File: src/design/irq_aggregation_pkg.sv
`default_nettype none
package irq_aggregation_pkg;

    // ****************************************
    // sizes
    // ****************************************
    localparam int NUM_IRQ       = 48;
    localparam int NUM_DRQ       = 32;
    localparam int NUM_RELOC     = 8;
    localparam int RELOC_PER_REG = 4;
    localparam int RELOC_FIRST   = 3;
    localparam int SEL_W         = 8;
    localparam int SEL_EN_BIT    = 7;
    localparam int POOL_W        = 64;
    localparam int AUX_W         = 8;
    localparam int SERIAL_HI_LSB = 8;
    localparam int DRQ_RX_LSB    = 0;
    localparam int DRQ_TX_LSB    = 8;
    localparam int DRQ_BT_LSB    = 16;

    // ****************************************
    // register map, byte addresses
    // ****************************************
    localparam logic [11:0] ADDR_MAP_SEL = 12'h000;
    localparam logic [11:0] ADDR_RELOC0  = 12'h004;
    localparam logic [11:0] ADDR_RELOC1  = 12'h008;
    localparam logic [11:0] ADDR_DRQ0    = 12'h010;
    localparam logic [11:0] ADDR_DRQ1    = 12'h014;
    localparam logic [11:0] ADDR_DRQEXT  = 12'h018;
    localparam logic [11:0] ADDR_EXC02   = 12'h100;
    localparam logic [11:0] ADDR_MON     = 12'h200;
    localparam logic [3:0]  MON_PAGE     = 4'h2;
    localparam logic [5:0]  MON_LAST     = 6'h2f;

    // ****************************************
    // reset values and extended selector lines
    // ****************************************
    localparam logic        MAP_RST   = 1'b0;
    localparam logic [31:0] REG_RST   = 32'h0000_0000;
    localparam logic [31:0] EXT_LINES = 32'hcf00_0c00;
    localparam logic [4:0]  EXT_IDX [8] = '{5'h0a, 5'h0b, 5'h18, 5'h19,
                                            5'h1a, 5'h1b, 5'h1e, 5'h1f};

    // peripheral request lines, one bit per source
    typedef struct packed {
        logic        clock_fail;
        logic        soft_watchdog;
        logic        low_voltage;
        logic [2:0]  wave_gen;
        logic [2:0]  motor_emergency_stop;
        logic [7:0]  ext_pin_lo;
        logic [23:0] ext_pin_hi;
        logic        dual_timer;
        logic [2:0]  quad_count;
        logic [15:0] serial_rx;
        logic [15:0] serial_tx;
        logic [8:0]  pulse_generator;
        logic [5:0]  osc_watch;
        logic [2:0]  adc;
        logic        lcd;
        logic [2:0]  free_run;
        logic [2:0]  capture;
        logic [2:0]  compare;
        logic [15:0] base_timer;
        logic [1:0]  can;
        logic [1:0]  ethernet;
        logic [3:0]  usb;
        logic [1:0]  consumer_ctrl;
        logic [7:0]  dma_controller;
        logic        flash_ready;
    } periph_req_t;

endpackage : irq_aggregation_pkg
`default_nettype wire

File: src/design/irq_aggregation_dma_routing.sv
// The implementer's own choices: the placing of the registers and the APB interface to the registers.
`default_nettype none
module irq_aggregation_dma_routing (
    input  wire logic                            clock,
    input  wire logic                            sys_rst,
    input  wire logic                            psel,
    input  wire logic                            penable,
    input  wire logic                            pwrite,
    input  wire logic [11:0]                     paddr,
    input  wire logic [31:0]                     pwdata,
    output logic      [31:0]                     prdata,
    output logic                                 pready,
    output logic                                 pslverr,
    input  wire irq_aggregation_pkg::periph_req_t periph,
    input  wire logic                            nonmaskable_pin_n,
    input  wire logic                            hw_watchdog_irq,
    output logic      [47:0]                     irq_out,
    output logic                                 nmi_out,
    output logic      [31:0]                     dma_request,
    output logic      [7:0]                      dma_request_aux
);

    // ****************************************
    // helpers
    // ****************************************

    // place the eight extended sources on their dma line positions
    function automatic logic [31:0] spread(input logic [7:0] src);
        logic [31:0] r;
        r = '0;
        for (int j = 0; j < 8; j++)
        begin
            r[irq_aggregation_pkg::EXT_IDX[j]] = src[j];
        end
        return r;
    endfunction : spread

    // collect the eight extended line positions back into a byte
    function automatic logic [7:0] gather(input logic [31:0] v);
        logic [7:0] r;
        r = '0;
        for (int j = 0; j < 8; j++)
        begin
            r[j] = v[irq_aggregation_pkg::EXT_IDX[j]];
        end
        return r;
    endfunction : gather

    // one selector byte: enable bit and pool index
    function automatic logic pick(input logic [63:0] pool,
                                  input logic [7:0]  sel);
        return sel[irq_aggregation_pkg::SEL_EN_BIT] & pool[sel[5:0]];
    endfunction : pick

    // ****************************************
    // registers
    // ****************************************
    logic        map_q;
    logic [31:0] reloc0_q;
    logic [31:0] reloc1_q;
    logic [31:0] sel0_q;
    logic [31:0] sel1_q;
    logic [31:0] ext_q;
    logic [31:0] rdata_q;
    logic        slverr_q;
    logic [47:0] irq_q;
    logic        nmi_q;
    logic [31:0] drq_q;
    logic [7:0]  aux_q;

    // ****************************************
    // dma routing
    // ****************************************
    logic [31:0] drq_base;
    logic [31:0] alt_line;
    logic [31:0] ext_on;
    logic [31:0] chosen;
    logic [31:0] base_taken;
    logic [7:0]  alt_taken;
    logic [31:0] drq_d;
    logic [7:0]  aux_d;
    logic [15:0] rx_c;
    logic [15:0] tx_c;
    logic [15:0] bt_c;

    // candidate lines, extended sources are serial rx 8..15
    assign drq_base = {periph.base_timer, periph.serial_tx[7:0],
                       periph.serial_rx[7:0]};
    assign alt_line = spread(periph.serial_rx[15:8]);
    // extended selector lines
    // only the eight fixed lines honour the extended bits
    assign ext_on   = ext_q & irq_aggregation_pkg::EXT_LINES;
    assign chosen   = (ext_on & alt_line) | (~ext_on & drq_base);
    // cpu or dma steering
    // a request steered to dma is hidden from its interrupt input
    assign drq_d      = sel0_q & chosen;
    assign base_taken = sel0_q & ~ext_on;
    assign alt_taken  = gather(sel0_q & ext_on);
    assign aux_d      = sel1_q[7:0] & periph.serial_tx[15:8];

    // cpu-side copies of the steerable sources
    assign rx_c[7:0]  = periph.serial_rx[7:0]
                      & ~base_taken[irq_aggregation_pkg::DRQ_RX_LSB +: 8];
    assign tx_c[7:0]  = periph.serial_tx[7:0]
                      & ~base_taken[irq_aggregation_pkg::DRQ_TX_LSB +: 8];
    assign bt_c       = periph.base_timer
                      & ~base_taken[irq_aggregation_pkg::DRQ_BT_LSB +: 16];
    assign rx_c[15:8] = periph.serial_rx[15:8] & ~alt_taken;
    assign tx_c[15:8] = periph.serial_tx[15:8] & ~sel1_q[7:0];

    // ****************************************
    // relocated source pool
    // ****************************************
    logic [63:0] pool;
    logic [7:0]  rsel  [8];
    logic [7:0]  reloc;

    assign pool = 64'({periph.adc, periph.compare, periph.capture,
                       periph.free_run, |periph.ext_pin_hi,
                       |periph.ext_pin_lo, periph.dual_timer,
                       periph.quad_count, periph.motor_emergency_stop,
                       periph.wave_gen, tx_c, rx_c});

    for (genvar i = 0; i < irq_aggregation_pkg::NUM_RELOC; i++)
    begin : g_reloc
        if (i < irq_aggregation_pkg::RELOC_PER_REG)
        begin : g_lo
            assign rsel[i] = reloc0_q[i*8 +: 8];
        end
        else
        begin : g_hi
            assign rsel[i] = reloc1_q[(i-4)*8 +: 8];
        end
        assign reloc[i] = pick(pool, rsel[i]);
    end

    // ****************************************
    // contributing lines per input, both maps
    // ****************************************
    logic [31:0] mon0 [48];
    logic [31:0] mon1 [48];
    logic [31:0] mon_w [48];
    logic [47:0] irq_d;

    assign mon0[0]  = 32'(periph.clock_fail);
    assign mon0[1]  = 32'(periph.soft_watchdog);
    assign mon0[2]  = 32'(periph.low_voltage);
    assign mon0[3]  = 32'({periph.motor_emergency_stop, periph.wave_gen});
    assign mon0[4]  = 32'(periph.ext_pin_lo);
    assign mon0[5]  = 32'(periph.ext_pin_hi);
    assign mon0[6]  = 32'({periph.quad_count, periph.dual_timer});
    for (genvar k = 0; k < 8; k++)
    begin : g_ser0
        assign mon0[7+2*k] = 32'({rx_c[k+8], rx_c[k]});
        assign mon0[8+2*k] = 32'({tx_c[k+8], tx_c[k]});
    end
    assign mon0[23] = 32'(periph.pulse_generator);
    assign mon0[24] = 32'(periph.osc_watch);
    assign mon0[25] = 32'(periph.adc[0]);
    assign mon0[26] = 32'(periph.adc[1]);
    assign mon0[27] = 32'({periph.lcd, periph.adc[2]});
    assign mon0[28] = 32'(periph.free_run);
    assign mon0[29] = 32'(periph.capture);
    assign mon0[30] = 32'(periph.compare);
    assign mon0[31] = 32'(bt_c[7:0]);
    assign mon0[32] = 32'({periph.ethernet[0], periph.can[0]});
    assign mon0[33] = 32'({periph.ethernet[1], periph.can[1]});
    assign mon0[34] = 32'(periph.usb[0]);
    assign mon0[35] = 32'(periph.usb[1]);
    assign mon0[36] = 32'({periph.consumer_ctrl[0], periph.usb[2]});
    assign mon0[37] = 32'({periph.consumer_ctrl[1], periph.usb[3]});
    for (genvar k = 0; k < 8; k++)
    begin : g_dma0
        assign mon0[38+k] = 32'(periph.dma_controller[k]);
    end
    assign mon0[46] = 32'(bt_c[15:8]);
    assign mon0[47] = 32'(periph.flash_ready);

    // relocated map; relocated inputs report the picked line in bit 0
    for (genvar k = 0; k < 3; k++)
    begin : g_same
        assign mon1[k] = mon0[k];
    end
    for (genvar k = 0; k < irq_aggregation_pkg::NUM_RELOC; k++)
    begin : g_rel1
        assign mon1[irq_aggregation_pkg::RELOC_FIRST+k] = 32'(reloc[k]);
    end
    assign mon1[11] = 32'({tx_c[8], rx_c[8],
                           periph.motor_emergency_stop[0],
                           periph.wave_gen[0]});
    assign mon1[12] = mon0[4];
    assign mon1[13] = mon0[5];
    assign mon1[14] = 32'({periph.quad_count[0], periph.dual_timer});
    for (genvar k = 0; k < 4; k++)
    begin : g_ser1
        assign mon1[15+k] = 32'({tx_c[k], rx_c[k]});
    end
    assign mon1[19] = 32'(rx_c[4]);
    assign mon1[20] = 32'(tx_c[4]);
    assign mon1[21] = 32'(rx_c[5]);
    assign mon1[22] = 32'(tx_c[5]);
    assign mon1[23] = mon0[23];
    assign mon1[24] = mon0[24];
    assign mon1[25] = 32'({tx_c[9], rx_c[9], periph.adc[0]});
    assign mon1[26] = 32'({tx_c[10], rx_c[10], periph.adc[1]});
    assign mon1[27] = 32'({tx_c[11], rx_c[11], periph.lcd, periph.adc[2]});
    for (genvar u = 0; u < 3; u++)
    begin : g_unit
        assign mon1[28+u] = 32'({periph.compare[u], periph.capture[u],
                                 periph.free_run[u]});
    end
    assign mon1[31] = mon0[31];
    assign mon1[32] = 32'({tx_c[12], rx_c[12], periph.ethernet[0],
                           periph.can[0]});
    assign mon1[33] = 32'({tx_c[13], rx_c[13], periph.ethernet[1],
                           periph.can[1]});
    for (genvar k = 34; k < 38; k++)
    begin : g_usb
        assign mon1[k] = mon0[k];
    end
    assign mon1[38] = 32'(periph.dma_controller);
    // timer units 1, 2 with serial 14, 15
    assign mon1[39] = 32'({tx_c[14], rx_c[14],
                           periph.motor_emergency_stop[1],
                           periph.wave_gen[1]});
    assign mon1[40] = 32'({tx_c[15], rx_c[15],
                           periph.motor_emergency_stop[2],
                           periph.wave_gen[2]});
    assign mon1[41] = 32'(periph.quad_count[1]);
    assign mon1[42] = 32'(rx_c[6]);
    assign mon1[43] = 32'(tx_c[6]);
    assign mon1[44] = 32'(rx_c[7]);
    assign mon1[45] = 32'(tx_c[7]);
    assign mon1[46] = mon0[46];
    assign mon1[47] = 32'({periph.flash_ready, periph.quad_count[2]});

    // each input is the OR of its lines
    for (genvar n = 0; n < irq_aggregation_pkg::NUM_IRQ; n++)
    begin : g_or
        assign mon_w[n] = map_q ? mon1[n] : mon0[n];
        assign irq_d[n] = |mon_w[n];
    end

    // ****************************************
    // apb slave, zero wait states
    // ****************************************
    logic        setup;
    logic        wr_en;
    logic [5:0]  mon_idx;
    logic        hit_map;
    logic        hit_r0;
    logic        hit_r1;
    logic        hit_s0;
    logic        hit_s1;
    logic        hit_ext;
    logic        hit_exc;
    logic        hit_mon;
    logic        mapped;
    logic [31:0] rd_word;

    assign setup   = psel & ~penable;
    assign wr_en   = psel & penable & pwrite;
    assign mon_idx = paddr[7:2];
    assign hit_map = paddr == irq_aggregation_pkg::ADDR_MAP_SEL;
    assign hit_r0  = paddr == irq_aggregation_pkg::ADDR_RELOC0;
    assign hit_r1  = paddr == irq_aggregation_pkg::ADDR_RELOC1;
    assign hit_s0  = paddr == irq_aggregation_pkg::ADDR_DRQ0;
    assign hit_s1  = paddr == irq_aggregation_pkg::ADDR_DRQ1;
    assign hit_ext = paddr == irq_aggregation_pkg::ADDR_DRQEXT;
    assign hit_exc = paddr == irq_aggregation_pkg::ADDR_EXC02;
    assign hit_mon = (paddr[11:8] == irq_aggregation_pkg::MON_PAGE)
                   && (paddr[1:0] == 2'h0)
                   && (mon_idx <= irq_aggregation_pkg::MON_LAST);
    assign mapped  = hit_map | hit_r0 | hit_r1 | hit_s0 | hit_s1
                   | hit_ext | hit_exc | hit_mon;

    // read mux, pure selection with no side effect
    // nmi vector and every input visible
    assign rd_word = hit_map ? 32'(map_q)
                   : hit_r0  ? reloc0_q
                   : hit_r1  ? reloc1_q
                   : hit_s0  ? sel0_q
                   : hit_s1  ? sel1_q
                   : hit_ext ? ext_q
                   : hit_exc ? 32'({hw_watchdog_irq, ~nonmaskable_pin_n})
                   : hit_mon ? mon_w[mon_idx]
                   : 32'h0000_0000;

    // answer latched in setup, so pready can stand high
    always_ff @(posedge clock)
    begin
        if (sys_rst)
        begin
            rdata_q  <= irq_aggregation_pkg::REG_RST;
            slverr_q <= 1'b0;
        end
        else if (setup)
        begin
            rdata_q  <= pwrite ? irq_aggregation_pkg::REG_RST : rd_word;
            slverr_q <= ~mapped | (pwrite & (hit_exc | hit_mon));
        end
    end

    // reset routes to cpu, compatible map
    always_ff @(posedge clock)
    begin
        if (sys_rst)
        begin
            map_q    <= irq_aggregation_pkg::MAP_RST;
            reloc0_q <= irq_aggregation_pkg::REG_RST;
            reloc1_q <= irq_aggregation_pkg::REG_RST;
            sel0_q   <= irq_aggregation_pkg::REG_RST;
            sel1_q   <= irq_aggregation_pkg::REG_RST;
            ext_q    <= irq_aggregation_pkg::REG_RST;
        end
        else if (wr_en)
        begin
            if (hit_map) map_q    <= pwdata[0];
            if (hit_r0)  reloc0_q <= pwdata;
            if (hit_r1)  reloc1_q <= pwdata;
            if (hit_s0)  sel0_q   <= pwdata;
            if (hit_s1)  sel1_q   <= {24'h0, pwdata[7:0]};
            if (hit_ext) ext_q    <= pwdata & irq_aggregation_pkg::EXT_LINES;
        end
    end

    // outputs registered: one cycle from source to core
    always_ff @(posedge clock)
    begin
        if (sys_rst)
        begin
            irq_q <= '0;
            nmi_q <= 1'b0;
            drq_q <= '0;
            aux_q <= '0;
        end
        else
        begin
            irq_q <= irq_d;
            nmi_q <= ~nonmaskable_pin_n | hw_watchdog_irq;
            drq_q <= drq_d;
            aux_q <= aux_d;
        end
    end

    assign prdata          = rdata_q;
    assign pslverr         = slverr_q;
    assign pready          = 1'b1;
    assign irq_out         = irq_q;
    assign nmi_out         = nmi_q;
    assign dma_request     = drq_q;
    assign dma_request_aux = aux_q;
endmodule : irq_aggregation_dma_routing
`default_nettype wire

File: config.mk
export PLATFORM = sky130hd
export DESIGN_NAME = irq_aggregation_dma_routing
export DESIGN_NICKNAME = d
export VERILOG_FILES = /design/src/design/irq_aggregation_pkg.sv /design/src/design/irq_aggregation_dma_routing.sv
export SDC_FILE = /design/constraint.sdc
export NUM_CORES = 1
export LEC_CHECK = 0
export BUFFER_PORTS_ARGS = -buffer_cell sky130_fd_sc_hd__buf_2
export CAP_MARGIN = 20
export CORE_UTILIZATION = 45
export DETAILED_ROUTE_END_ITERATION = 12
export HOLD_SLACK_MARGIN = 0.02
export PLACE_DENSITY = 0.78
export RECOVER_POWER = 50
export REMOVE_ABC_BUFFERS = 1
export SLEW_MARGIN = 20
export SYNTH_ARGS = -nofsm -noshare
export SYNTH_HDL_FRONTEND = slang
export SYNTH_SLANG_ARGS = --single-unit
File: constraint.sdc
create_clock -name clock -period 7.7 [get_ports clock]
set_clock_uncertainty 0.05 [all_clocks]
set_input_delay 2.31 -clock clock [delete_from_list [all_inputs] [get_ports clock]]
set_output_delay 2.31 -clock clock [all_outputs]
set_load 0.03 [all_outputs]
==> flow_metrics.env <==
export IMPL_crit_fanout=92
export IMPL_power_density_nw_per_um2=171.5
export IMPL_tightest_slew_ps=3398
export IMPL_path_clk_slew_ps=70
export IMPL_leakagePower_nw=6.227
export IMPL_clk_latency_ps=570
export IMPL_syn_cell_area_um2=15610
export IMPL_initial_core_util=0.4608
export IMPL_drive_gt1_frac=0.2105
export IMPL_synth_area_leaders="dfxtp_1 (30%), mux4_2 (14%), nand2_1 (8.3%)"
export IMPL_core_area_um2=33870
export IMPL_cts_sinks=235
export IMPL_finalSetupViolCount=0
export IMPL_portBuffers=312
export IMPL_async_reset_ff_frac=0
export IMPL_synth_top_area_frac=0.3015
export IMPL_period_needed_ps=6316
export IMPL_critPathRequiredTime_ps=8020
export IMPL_endpoint_kind="flop"
export IMPL_rsz0062_at_grt="no"
export IMPL_placement_rows=67
export IMPL_yosysUniqueCellTypes=85
export IMPL_timing_final_ws_setup_ps=1384
export IMPL_drt_iter0_drc=3092
export IMPL_drc_errors=0
export IMPL_grt_max_degree=93
export IMPL_die_x_um=188.2
export IMPL_finalWirelength_um=75610
export IMPL_first_global_vias=16480
export IMPL_ir_worst_vdd_uv=156.7
export IMPL_drv_cap=3
export IMPL_ios=314
export IMPL_ant_nets=0
export IMPL_hold_viol_final=0
export IMPL_max_slew_margin=-1.266
export IMPL_postCtsHoldBufs=0
export IMPL_track_usage=0.4129
export IMPL_antennaDiodeCount=0
export IMPL_r2r_slack_ps=4150
export IMPL_worstSetupPathType="in -> reg"
export IMPL_drt_first_pass_iters=8
export IMPL_ys_warn_count=0
export IMPL_violations="capacitance limit, slew limit"
export IMPL_synth_edf_count=0
export IMPL_grt_first_pass_wirelength_um=108500
export IMPL_fmax_mhz=158.3
export IMPL_hpwl_um=51420
export IMPL_cts_setup_buffers=0
export IMPL_place_congestion=1.070
export IMPL_routed_via_density=6.875
export IMPL_yosysTopAreaCell="dfxtp_1"
export IMPL_grt_overflow_total=0
export IMPL_antenna_found_initial=1
export IMPL_die_area_um2=35430
export IMPL_min_path_type="reg -> reg"
export IMPL_yosys_register_bits=235
export IMPL_synth_main_ff_cell="dfxtp_1"
export IMPL_dp_slack_ps=2166
export IMPL_status="finished, violations left"
export IMPL_clock_path_buffers=3
export IMPL_slew_violations=242
export IMPL_synthCells=1921
export IMPL_synth_most_common_cell="nand2_1"
export IMPL_cts_max_level=1
export IMPL_arrival_ps=6640
export IMPL_syn_to_final_growth_pct=16.20
export IMPL_synth_common_cells="nand2_1 (347), dfxtp_1 (235), a21oi_1 (200)"
export IMPL_routedWlPerCell_um=29.24
export IMPL_startpoint_type="input port"
export IMPL_cts_tree="built"
export IMPL_tns_ps=0
export IMPL_fin_nets=2308
export IMPL_cts_buffers=27
export IMPL_cts_resized=0
export IMPL_fp_dieH_um=188.2
export IMPL_min_period_over_period=0.8202
export IMPL_vias=17780
export IMPL_syn_area_per_cell_um2=8.124
export IMPL_cts_root_buf="clkbuf_16"
export IMPL_yosysSeqAreaShare=0.3015
[cell type report]
| class | count | area (µm²) |
|---|---|---|
| sequential | 235 | 4706 |
| timing repair buffer | 355 | 1753 |
| tap | 448 | 560.5 |
| inverter | 35 | 131.4 |
| clock inverter | 14 | 195.2 |
| multi-input combinational | 1463 | 10040 |
| fill | 3283 | 15730 |
| clock buffer | 36 | 749.5 |
[worst paths after layout]
kind / start / endpoint / cells after the start
worst max-delay path: sys_rst / irq_out[12] / 3
worst min-delay path: reloc0_q[30] / reloc0_q[30] / 2
worst max register to register: reloc0_q[1] / prdata[0] / 8
worst min register to register: reloc0_q[30] / reloc0_q[30] / 2
[cells in the final DEF (no fill, tap or decap), types with 27 or more instances in the layout]
cell / n
nor2b_1: 36
nor3_1: 46
mux2i_1: 75
clkbuf_1: 106
dfxtp_1: 234
a21oi_1: 200
buf_2: 211
o21ai_0: 62
mux4_2: 98
clkbuf_16: 27
buf_4: 41
nor2_1: 176
inv_1: 29
a31oi_1: 27
nand2b_1: 32
nand2_1: 346
nand3_1: 29
[power by group]
group	internal, W	switching (W)
clock network	0.000822	0.000574
registers	0.00123	0.00000734
logic	0.000151	0.000322
[critical path, cell delays in order]
cell and delay (ps):
clkbuf_1 2340, clkbuf_2 1650, nor3_1 190
[sequential cells by signal (all words and copies together), names as in the netlist]
| name | flops |
|---|---|
| ext_q | 8 |
| dma_request_aux | 8 |
| prdata | 32 |
| sel0_q | 32 |
| irq_out | 48 |
| map_q | 1 |
| dma_request | 32 |
| sel1_q | 8 |
| reloc1_q | 32 |
| reloc0_q | 32 |
| pslverr | 1 |
| nmi_out | 1 |
[cells by family after synthesis]
| family | after synthesis | synth area share |
|---|---|---|
| compound gates | 500 | 0.2093 |
| simple gates | 780 | 0.2323 |
| flops | 235 | 0.3015 |
| other cells | 1 | 0.0002403 |
| buf+inv | 223 | 0.06069 |
| mux | 182 | 0.1960 |
[through the flow]
step                      utilization  cells  instance area (µm²)  hold slack, ps  power (W)
after floorplan                     -   1733                14790           379.7   0.001454
after global placement         0.5114   2536                17320           390.4   0.001716
after detailed placement       0.5114   2536                17320           398.7   0.001717
after CTS                      0.5393   2586                18260           407.0   0.003087
after global routing           0.5355   2586                18130           436.4   0.003180
final                          0.5355   2586                18130           404.3   0.003109
[routing by layer]
metal	vias to the layer above	global-route usage	share of wire
li1	7441	-	-
met1	8430	0.5535	0.37
met2	1638	0.6039	0.42
met3	268	0.1252	0.16
met4	2	0.1973	0.053
met5	-	0	0.00017
Note: power is estimated with default switching activity, not from simulation.
